===== src/verilog/dmx_pkg.sv =====
`default_nettype none

package dmx_pkg;

   // ----------------------------------------------------------------
   // Widths
   // ----------------------------------------------------------------
   localparam int ADDR_W = 12;
   localparam int DATA_W = 8;
   localparam int INSTR_W = 16;

   // ----------------------------------------------------------------
   // Opcode fields
   // ----------------------------------------------------------------
   localparam logic [3:0] OPC_MOVE_SRC = 4'hC;
   localparam logic [3:0] OPC_MOVE_DST = 4'hF;
   localparam logic [7:0] OPC_BANK_LIT = 8'h01;
   localparam logic [7:0] OPC_ACC_LIT = 8'h0E;
   localparam logic [6:0] OPC_ACC_STORE = 7'h37;
   localparam int ACCESS_BIT_POS = 8;

   // ----------------------------------------------------------------
   // Data space map
   // ----------------------------------------------------------------
   localparam logic [11:0] ACC_ADDR = 12'hFF0;
   localparam logic [11:0] PC_LOW_ADDR = 12'hFFB;
   localparam logic [11:0] STACK_UPPER_ADDR = 12'hFFE;
   localparam logic [11:0] STACK_HIGH_ADDR = 12'hFFD;
   localparam logic [11:0] STACK_LOW_ADDR = 12'hFFC;
   localparam logic [7:0] ACCESS_SPLIT = 8'h60;
   localparam logic [7:0] INDEX_LIMIT = 8'h5F;
   localparam logic [3:0] ACCESS_LO_BANK = 4'h0;
   localparam logic [3:0] ACCESS_HI_BANK = 4'hF;
   localparam logic [7:0] BANK_MASK = 8'h0F;

   // ----------------------------------------------------------------
   // Reset values
   // ----------------------------------------------------------------
   localparam logic [7:0] ACC_RESET = 8'h00;
   localparam logic [7:0] BANK_RESET = 8'h00;

   // ----------------------------------------------------------------
   // Instruction cycle phases
   // ----------------------------------------------------------------
   localparam logic [1:0] PHASE_Q1 = 2'h0;
   localparam logic [1:0] PHASE_Q2 = 2'h1;
   localparam logic [1:0] PHASE_Q3 = 2'h2;
   localparam logic [1:0] PHASE_Q4 = 2'h3;

   // Operation being executed
   typedef enum logic [2:0] {
      OP_NONE = 3'b000,
      OP_MOVE = 3'b001,
      OP_BANK = 3'b010,
      OP_ACCLIT = 3'b011,
      OP_STORE = 3'b100
   } dmx_op_t;

   // Instruction cycle within a move
   typedef enum logic {
      ST_FIRST = 1'b0,
      ST_SECOND = 1'b1
   } dmx_state_t;

endpackage

`default_nettype wire


===== src/verilog/dmx_file_addr.sv =====
`timescale 1ns/10ps
`default_nettype none

module dmx_file_addr
   import dmx_pkg::*;
(
   // Instruction fields
   input wire logic [7:0] fileAddr,
   input wire logic accessBit,
   // Core state
   input wire logic [7:0] bankSelect,
   input wire logic extEnable,
   input wire logic [11:0] indexBase,
   // Result
   output logic [11:0] physAddr,
   output logic indexed
);

   // ----------------------------------------------------------------
   // Address forming
   // ----------------------------------------------------------------
   logic [11:0] bankedAddr;
   logic [11:0] accessAddr;
   logic [11:0] indexAddr;

   assign bankedAddr = {bankSelect[3:0], fileAddr};
   assign accessAddr = (fileAddr < ACCESS_SPLIT) ? {ACCESS_LO_BANK, fileAddr}
                                                 : {ACCESS_HI_BANK, fileAddr};
   assign indexAddr = indexBase + {4'h0, fileAddr};
   assign indexed = extEnable && !accessBit && (fileAddr <= INDEX_LIMIT);

   assign physAddr = accessBit ? bankedAddr : (indexed ? indexAddr : accessAddr);

endmodule // dmx_file_addr

`default_nettype wire


===== src/verilog/dmx_move_exec.sv =====
`timescale 1ns/10ps
`default_nettype none

module dmx_move_exec
   import dmx_pkg::*;
(
   // Clock and reset
   input wire logic clk,
   input wire logic rst,
   // Instruction stream
   input wire logic [15:0] instrWord,
   input wire logic instrValid,
   output logic instrTaken,
   // Addressing mode
   input wire logic extEnable,
   input wire logic [11:0] indexBase,
   // Data memory read
   output logic memRdEn,
   output logic [11:0] memRdAddr,
   input wire logic [7:0] memRdData,
   // Data memory write
   output logic memWrEn,
   output logic [11:0] memWrAddr,
   output logic [7:0] memWrData,
   // Core state and status
   output logic [7:0] accumulator,
   output logic [7:0] bankSelect,
   output logic opDone,
   output logic badDest
);

   // ----------------------------------------------------------------
   // Declarations
   // ----------------------------------------------------------------
   logic [1:0] phase;
   dmx_op_t op;
   dmx_op_t next_op;
   dmx_state_t state;
   dmx_state_t next_state;
   logic [7:0] literal;
   logic [7:0] fileAddr;
   logic accessBit;
   logic [11:0] dstAddr;
   logic [7:0] moveData;
   logic wrAccDue;
   logic [11:0] storeAddr;
   logic storeIndexed;

   // ----------------------------------------------------------------
   // Decode
   // ----------------------------------------------------------------
   logic inQ1;
   logic inQ2;
   logic inQ3;
   logic inQ4;
   logic isMove;
   logic isSecond;
   logic isBankLit;
   logic isAccLit;
   logic isStore;
   logic takeFirst;
   logic takeSecond;
   logic [11:0] wrAddr;
   logic wrDue;
   logic wrIsAcc;
   logic dstProtected;
   logic [7:0] readValue;

   // Phase strobes
   assign inQ1 = (phase == PHASE_Q1);
   assign inQ2 = (phase == PHASE_Q2);
   assign inQ3 = (phase == PHASE_Q3);
   assign inQ4 = (phase == PHASE_Q4);

   // Opcode matches
   assign isMove = (instrWord[15:12] == OPC_MOVE_SRC);
   assign isSecond = (instrWord[15:12] == OPC_MOVE_DST);
   assign isBankLit = (instrWord[15:8] == OPC_BANK_LIT);
   assign isAccLit = (instrWord[15:8] == OPC_ACC_LIT);
   assign isStore = (instrWord[15:9] == OPC_ACC_STORE);

   // Word taken in decode phase
   assign takeFirst = inQ1 && instrValid && (state == ST_FIRST);
   assign takeSecond = inQ1 && instrValid && (state == ST_SECOND) && (op == OP_MOVE) && isSecond;
   assign instrTaken = inQ1 && instrValid;

   assign dstProtected = (dstAddr == PC_LOW_ADDR) || (dstAddr == STACK_UPPER_ADDR) ||
                         (dstAddr == STACK_HIGH_ADDR) || (dstAddr == STACK_LOW_ADDR);

   assign readValue = (memRdAddr == ACC_ADDR) ? accumulator : memRdData;
   assign wrAddr = (op == OP_MOVE) ? dstAddr : storeAddr;
   assign wrIsAcc = (wrAddr == ACC_ADDR);
   assign wrDue = ((op == OP_STORE) && (state == ST_FIRST)) ||
                  ((op == OP_MOVE) && (state == ST_SECOND) && !dstProtected);

   // Completion strobe in last phase
   assign opDone = inQ4 && (op != OP_NONE) && ((op != OP_MOVE) || (state == ST_SECOND));

   // ----------------------------------------------------------------
   // Store address forming
   // ----------------------------------------------------------------
   dmx_file_addr u_file_addr (
      .fileAddr(fileAddr),
      .accessBit(accessBit),
      .bankSelect(bankSelect),
      .extEnable(extEnable),
      .indexBase(indexBase),
      .physAddr(storeAddr),
      .indexed(storeIndexed)
   );

   // ----------------------------------------------------------------
   // Sequencing
   // ----------------------------------------------------------------
   // Operation chosen at decode
   always_comb
   begin
      next_op = op;
      if (takeFirst)
      begin
         if (isMove)
            next_op = OP_MOVE;
         else if (isBankLit)
            next_op = OP_BANK;
         else if (isAccLit)
            next_op = OP_ACCLIT;
         else if (isStore)
            next_op = OP_STORE;
         else
            next_op = OP_NONE;
      end
      else if (inQ1 && (state == ST_FIRST))
         next_op = OP_NONE;
      else if (inQ1 && (state == ST_SECOND) && !takeSecond)
         next_op = OP_NONE;
   end

   always_comb
   begin
      next_state = state;
      if (inQ4 && (state == ST_FIRST) && (op == OP_MOVE))
         next_state = ST_SECOND;
      else if (inQ4)
         next_state = ST_FIRST;
   end

   always_ff @(posedge clk or posedge rst)
   begin
      if (rst)
         phase <= PHASE_Q1;
      else
         phase <= phase + 2'h1;
   end

   // Operation and cycle state
   always_ff @(posedge clk or posedge rst)
   begin
      if (rst)
      begin
         op <= OP_NONE;
         state <= ST_FIRST;
      end
      else
      begin
         op <= next_op;
         state <= next_state;
      end
   end

   // Instruction fields latched at decode
   always_ff @(posedge clk or posedge rst)
   begin
      if (rst)
      begin
         literal <= 8'h00;
         fileAddr <= 8'h00;
         accessBit <= 1'b0;
         dstAddr <= 12'h000;
      end
      else if (takeFirst)
      begin
         literal <= instrWord[7:0];
         fileAddr <= instrWord[7:0];
         accessBit <= instrWord[ACCESS_BIT_POS];
      end
      else if (takeSecond)
         dstAddr <= instrWord[11:0];
   end

   // ----------------------------------------------------------------
   // Read path
   // ----------------------------------------------------------------
   // source read during Q2
   always_ff @(posedge clk or posedge rst)
   begin
      if (rst)
      begin
         memRdEn <= 1'b0;
         memRdAddr <= 12'h000;
      end
      else
      begin
         memRdEn <= takeFirst && isMove;
         if (takeFirst && isMove)
            memRdAddr <= instrWord[11:0];
      end
   end

   // operand captured at end of Q2
   always_ff @(posedge clk or posedge rst)
   begin
      if (rst)
         moveData <= 8'h00;
      else if (inQ2 && (op == OP_STORE))
         moveData <= accumulator;
      else if (inQ2 && memRdEn)
         moveData <= readValue;
   end

   // ----------------------------------------------------------------
   // Write path
   // ----------------------------------------------------------------
   // write strobe in Q4
   always_ff @(posedge clk or posedge rst)
   begin
      if (rst)
      begin
         memWrEn <= 1'b0;
         wrAccDue <= 1'b0;
         badDest <= 1'b0;
         memWrAddr <= 12'h000;
         memWrData <= 8'h00;
      end
      else
      begin
         memWrEn <= inQ3 && wrDue && !wrIsAcc;
         wrAccDue <= inQ3 && wrDue && wrIsAcc;
         badDest <= inQ3 && (op == OP_MOVE) && (state == ST_SECOND) && dstProtected;
         if (inQ3 && wrDue)
         begin
            memWrAddr <= wrAddr;
            memWrData <= moveData;
         end
      end
   end

   // accumulator updates at end of Q4
   always_ff @(posedge clk or posedge rst)
   begin
      if (rst)
         accumulator <= ACC_RESET;
      else if (inQ4 && (op == OP_ACCLIT))
         accumulator <= literal;
      else if (wrAccDue)
         accumulator <= memWrData;
   end

   // bank select load, upper nibble cleared
   always_ff @(posedge clk or posedge rst)
   begin
      if (rst)
         bankSelect <= BANK_RESET;
      else if (inQ4 && (op == OP_BANK))
         bankSelect <= literal & BANK_MASK;
   end
endmodule // dmx_move_exec

`default_nettype wire


===== config.mk =====
export PLATFORM = sky130hd
export DESIGN_NAME = dmx_move_exec
export DESIGN_NICKNAME = d
export VERILOG_FILES = /design/src/verilog/dmx_pkg.sv /design/src/verilog/dmx_file_addr.sv /design/src/verilog/dmx_move_exec.sv
export SDC_FILE = /design/constraint.sdc
export NUM_CORES = 1
export LEC_CHECK = 0
export BUFFER_PORTS_ARGS = -buffer_cell sky130_fd_sc_hd__clkbuf_2
export CAP_MARGIN = 0
export CORE_MARGIN = 4
export CORE_UTILIZATION = 53
export DETAILED_ROUTE_END_ITERATION = 12
export PLACE_DENSITY_LB_ADDON = 0.2
export SLEW_MARGIN = 30
export SYNTH_ARGS = -nofsm -noshare
export SYNTH_HDL_FRONTEND = slang
export SYNTH_HIERARCHICAL = 1
export SYNTH_SLANG_ARGS = --single-unit

===== constraint.sdc =====
create_clock -name clk -period 3.3 [get_ports clk]
set_clock_uncertainty 0.15 [all_clocks]
set_input_delay 0.495 -clock clk [delete_from_list [all_inputs] [get_ports clk]]
set_output_delay 0.495 -clock clk [all_outputs]
set_load 0.005 [all_outputs]

== After elaboration in Yosys (flattened, before gate mapping) ==
Index checks and enable logic that the tools add are counted.

* Muxes and demuxes: 18
* Eq/ne operators: 19
* Reductions and logical operators: 44
* Add/sub/neg operators: 2
* Bitwise gates (word level): 2
* Magnitude comparators: 2

{| class="wikitable"
|+ Operator list
! cell !! number
|-
| == test 12 bit, second input constant || 6
|-
| two-way mux 12 bit || 4
|-
| two-way mux 8 bit || 5
|-
| logical AND 1 bit || 28
|-
| two-way mux 3 bit || 7
|-
| adder 12 x 8 -> 12 bit || 1
|-
| == test 4 bit, second input constant || 2
|-
| == test 8 x 1 -> 1 bit, second input constant || 1
|-
| == test 8 x 4 -> 1 bit, second input constant || 1
|-
| <= comparator 8 x 7 -> 1 bit, second input constant || 1
|-
| less-than comparator 8 x 7 -> 1 bit, second input constant || 1
|-
| == test 7 x 6 -> 1 bit, second input constant || 1
|-
| == test 3 x 2 -> 1 bit, second input constant || 2
|-
| nonzero test 2 bit || 3
|-
| nonzero test 3 bit || 2
|-
| logical OR 1 bit || 5
|-
| == test 2 bit, second input constant || 2
|-
| zero test 1 bit || 4
|-
| == test 3 x 1 -> 1 bit, second input constant || 1
|-
| == test 3 bit, second input constant || 1
|-
| inequality test 3 x 1 -> 1 bit, second input constant || 1
|-
| adder 2 x 1 -> 2 bit, second input constant || 1
|-
| == test 2 x 1 -> 1 bit, second input constant || 1
|-
| zero test 2 bit || 1
|-
| 3 further kinds || 5
|}

* Register bits after elaboration: 83
* Bits of input ports: 40
* Word-level logic and storage cells: 103

== Longest topological paths before layout ==
* Word-level depth: 10
* Gate-level depth with buffers: 12
* Mapped depth without buffers: 12

== Hierarchy ==
Netlist, hierarchy kept.

{| class="wikitable"
|+ Modules (own cells, without submodules)
! module !! times used !! area each (um2) !! cells each
|-
| dmx_move_exec || 1 || 3717.3 || 282
|-
| dmx_file_addr || 1 || 584.3 || 80
|}

== Worst setup path after synthesis ==
Ideal clock, no wire load.

* Path kind: input port to flip-flop
* Start: in indexBase[0]
* End: reg memWrAddr[10]
* Path buffers: 0
* Required time: 3023 ps
* Stages on the path: 10
* Arrival time: 2427 ps
* Setup slack: 595 ps
* Path through: ha_1 > inv_1 > fa_1 > nor2b_1 > o211ai_1 > a31oi_2 > and4_4 > o32ai_2 > mux2_2 > mux2_1

* Word-level cells in the longest chain between the ends: 4

{| class="wikitable"
|+ RTL lines
! what !! RTL line !! text
|-
| from (decl) || dmx_move_exec.sv:16 || <nowiki>input wire logic [11:0] indexBase,</nowiki>
|-
| adder 12 x 8 -> 12 bit || dmx_file_addr.sv:29 || <nowiki>assign indexAddr = indexBase + {4'h0, fileAddr};</nowiki>
|-
| two-way mux 12 bit (2 in a row) || dmx_file_addr.sv:32 || <nowiki>assign physAddr = accessBit ? bankedAddr : (indexed ? indexAddr : accessAddr);</nowiki>
|-
| net storeAddr[10] || dmx_move_exec.sv:46 || <nowiki>logic [11:0] storeAddr;</nowiki>
|-
| two-way mux 12 bit || dmx_move_exec.sv:91 || <nowiki>assign wrAddr = (op == OP_MOVE) ? dstAddr : storeAddr;</nowiki>
|-
| to (signal assigned) || dmx_move_exec.sv:241 || <nowiki>memWrAddr <= wrAddr;</nowiki>
|-
| to (decl) || dmx_move_exec.sv:23 || <nowiki>output logic [11:0] memWrAddr,</nowiki>
|}

The timed path passes the listed nets, and every way through them passes these cells.
A chain may end at the register's enable or synchronous reset.

== Final worst setup path ==
* Start: reg fileAddr[0]
* End: reg memWrEn

* Word-level cells in the longest chain between the ends: 8
* Elaborated cells on any way between the ends: 11
* Classes of those cells: add/sub (1); order compare (2); eq/ne (1); mux (4); reduce/logical (3)

{| class="wikitable"
|+ RTL lines
! what !! RTL line !! text
|-
| from (decl) || dmx_move_exec.sv:41 || <nowiki>logic [7:0] fileAddr;</nowiki>
|-
| from (signal assigned) || dmx_move_exec.sv:183 || <nowiki>fileAddr <= instrWord[7:0];</nowiki>
|-
| less-than comparator 8 x 7 -> 1 bit or <= comparator 8 x 7 -> 1 bit (tied branches) || dmx_file_addr.sv:27, dmx_file_addr.sv:30 ||
|-
| two-way mux 12 bit or logical AND 1 bit (tied branches) || dmx_file_addr.sv:27, dmx_file_addr.sv:30 ||
|-
| two-way mux 12 bit (*) (2 in a row) || dmx_file_addr.sv:32 ||
|-
| net storeAddr[10] || dmx_move_exec.sv:46 ||
|-
| two-way mux 12 bit (*) || dmx_move_exec.sv:91 ||
|-
| == test 12 bit (*) || dmx_move_exec.sv:92 || <nowiki>assign wrIsAcc = (wrAddr == ACC_ADDR);</nowiki>
|-
| zero test 1 bit (*) || dmx_move_exec.sv:236 || <nowiki>memWrEn <= inQ3 && wrDue && !wrIsAcc;</nowiki>
|-
| logical AND 1 bit (*) || dmx_move_exec.sv:236 ||
|-
| to (signal assigned) || dmx_move_exec.sv:236 ||
|-
| to (decl) || dmx_move_exec.sv:22 || <nowiki>output logic memWrEn,</nowiki>
|}

Mark *: on every way through the listed nets, which the timed path passes. The rest lies on a longest branch.

==> reports/summary.txt <==
Max IR drop VDD: 303.4 µV
Slowest cell on crit path: dfrtp_1
# DRC: 0
Largest net degree at the start of global routing: 30
Setup violators final: 0
Antenna diodes: 0
Arrival @ worst endpoint: 3100 ps
Family with the most delay on the worst path: compound AO/OA/AOI/OAI gates
Die ar.: 9622 µm²
Asr flop ratio synth: 100.0%
Sw Share: 28.32%
Clock slew at reported path FFs: 90 ps
IO Pins: 93
Critical path cell sequence: ha_1, inv_1, fa_1, nor2b_1, o211ai_1, a31oi_2, a31oi_1, o32ai_2, nand4b_1, nor3_1, a21oi_1, o21a_1
Status: completed
Startpoint Class: register
GRT met3 Usage: 5.500%
Final period utilization: 90.81%
GRT busiest layer: met2
Post CTS Setup Buffer Count: 0
Initial antenna violation count: 0
Vias in the first global route: 3203
Slew @ Worst Pin: 810.8 ps
Cells after Synth: 362
Clock power frac: 33.9%
Post-route setup slack: 303.4 ps
Slew Viols, Final: 0
Largest stage delay on the critical path: 450 ps
Area delta synth->final: 17.10%
Yosys warns: 6
Mean Syn Cell Area: 11.88 µm²
Dpl hpwl: 7689 µm
Fill cells: 647
CTS sink count: 83
Max Freq: 333.7 MHz
Seq cells post-synth: 83
Multi-input gate area: 2074 µm²
Site Rows: 32
Clk Latency, worst-skew pair: 360 ps
FF/Latch Area: 2077 µm²
Die height: 98.09 µm
Cell variety after synth: 61
Critical Path Sink Type: register
Sequential share of power: 50.7%
Final GP Congestion: 0.8382
Final Net Count: 509
First-pass GRT wire length: 16500 µm
Clk Tree Root Cell: clkbuf_8
Worst hold path class: input port to register
Ratio of cells with drive above 1 in the final layout: 36.66%
Starting Density: 55.10%
Combinational fraction of design power: 15.4%
Worst-path fanout max: 5
Post-Place Worst Slack: 259.5 ps
Routed wire per std cell: 17.71 µm
Die Span X: 98.09 µm
RSZ-0062 raised after global routing: no
CTS Buffer Depth: 2
Via/cell ratio: 5.702
Cell Int Power: 0.001584 W
Core region area: 7807 µm²
All-Layer GR Usage: 21.62%
DRT antenna net count: 0
Post-Syn Area: 4302 µm²
Iteration-0 DRC Markers: 149
Worst Path Buf+Inv: 1
Total iterations of the first detailed-routing run: 4
Most used DFF post-synth: dfrtp_1
Minimum clock period: 2997 ps
Pwr dens: 438.7 nW/µm²
Total congestion overflow: 0
Post-synth EDFFs: 0
CTS tree: built
Critical Setup Path Class: register to register
Crit path required time: 3400 ps
Leak: 2.483 nW
Cts repair resizes: 0
H-tree depth: 3
PortBufs: 88
Final Hold Fails: 0
Psw: 0.0006259 W
Cts bufs inserted: 9
Met2 Use GR: 33.09%
Total negative setup slack: 0 ps
Sequential share of the synthesized area: 48.28%
Vias after detailed routing: 3210
Total of max-cap violations: 0
Rel. slew slack: 45.89%
Final wirelength: 9970 µm
Grt met1 use: 30.61%
## timing repair
item / in CTS / in global routing
endpoints found under the hold margin: 27 / 0
hold buffers: 1 / 0
endpoints found under the setup margin: 0 / 0
## per-layer routing
layer,share of wire [%],up-vias
met4,1.4,0
met3,7.2,14
met1,44,1570
li1,-,1508
met2,47,118
met5,0,-
## power groups by stage
stage               Combinational, W  Clock [W]  Sequential [W]
finish                      0.000341   0.000749         0.00112
detailed placement          0.000338          0         0.00114
global placement            0.000327          0         0.00114
floorplan                   0.000220          0         0.00113
CTS                         0.000341   0.000759         0.00112
global route                0.000380   0.000808         0.00113
## kinds of logic (layout without fill, tap and decap cells)
| group | count (synthesis) | count (layout) | share of synthesized area (%) |
|---|---|---|---|
| adders and majority gates | 13 | 13 | 3.956 |
| and+or+nand+nor | 77 | 77 | 10.82 |
| xor gates and xnor gates | 7 | 7 | 1.425 |
| muxes | 86 | 86 | 21.87 |
| AOI/OAI and AO/OA | 64 | 64 | 9.802 |
| buffers and inverters | 31 | 127 | 3.752 |
| DFF | 83 | 83 | 48.28 |
| other | 1 | 4 | 0.08718 |
## final timing paths
check | from | to | slack [ps] | depth (start not counted)
worst min-delay path | instrWord[12] | op[2] | 220 | 2
worst max register to register | fileAddr[0] | memWrEn | 300 | 12
min in group asynchronous | rst | state | 530 | 3
max in group asynchronous | rst | dstAddr[2] | 1720 | 4
worst min register to register | memWrAddr[4] | memWrAddr[4] | 340 | 1
worst max-delay path | fileAddr[0] | memWrEn | 300 | 12
## cells in the final DEF (no fill, tap or decap), drive strengths merged, types with 2 or more instances in the layout
cell type  instances
nand3              3
a21o               3
o21a               3
clkinv             3
xor2               3
nand2             21
nand3b             3
and4               5
o211ai             3
and4bb             2
nand2b             2
clkbuf            97
o32ai              2
nand4              6
a211oi             3
nor3               6
conb               4
nor3b              3
dfrtp             83
a21oi             18
buf                7
or3                2
or4                2
o21ai             20
a31oi              3
xnor2              4
ha                12
mux2              64
nor4b              3
o22ai              2
inv               17
mux2i             22
nor2b              2
nor2              14
## cell type report
class / instances / area share (%)
clock buffer: 9 / 2.459
clock inverter: 7 / 1.465
inverter: 15 / 1.143
multi-input combinational: 251 / 41.18
sequential: 83 / 41.23
tap: 102 / 2.534
timing repair buffer: 96 / 9.985
## Yosys cell counts, drive strengths merged (4+ instances only)
| cell type | n | area share, % |
|---|---|---|
| and4 | 5 | 1.1 |
| inv | 15 | 1.3 |
| dfrtp | 83 | 48 |
| clkbuf | 4 | 0.35 |
| nand4 | 6 | 0.87 |
| mux2 | 64 | 17 |
| nor2 | 14 | 1.3 |
| nor3 | 6 | 0.70 |
| buf | 12 | 2.1 |
| mux2i | 22 | 5.1 |
| nand2 | 21 | 1.9 |
| o21ai | 20 | 2.4 |
| a21oi | 18 | 2.3 |
| xnor2 | 4 | 0.81 |
| ha | 12 | 3.5 |
## worst register-to-register path, stage by stage, from the launching register on
cell and delay, ps:
dfrtp_1 450, ha_1 230, inv_1 60, fa_1 400
nor2b_1 170, o211ai_1 140, a31oi_2 270, a31oi_1 130
o32ai_2 300, nand4b_1 140, nor3_1 150, a21oi_1 90
o21a_1 220
## stage by stage
step | std cells | area, µm² | util [%] | hold slack [ps] | total power (W)
global route | 563 | 5037 | 64.52 | 214.5 | 0.002315
CTS | 563 | 5037 | 64.52 | 212.9 | 0.002220
global placement | 546 | 4830 | 61.86 | 316.7 | 0.001464
finish | 563 | 5037 | 64.52 | 221.8 | 0.002210
floorplan | 365 | 4313 | - | 300.0 | 0.001345
detailed placement | 546 | 4830 | 61.86 | 325.6 | 0.001478
## registers in the layout (all words and copies together), names as in the netlist
register,flops
memWrEn,1
memRdEn,1
dstAddr,12
accessBit,1
memWrData,8
badDest,1
state,1
memRdAddr,12
accumulator,8
op,3
wrAccDue,1
memWrAddr,12
moveData,8
fileAddr,8
phase,2
bankSelect,4
No activity file was read; power rests on OpenSTA's default activity.
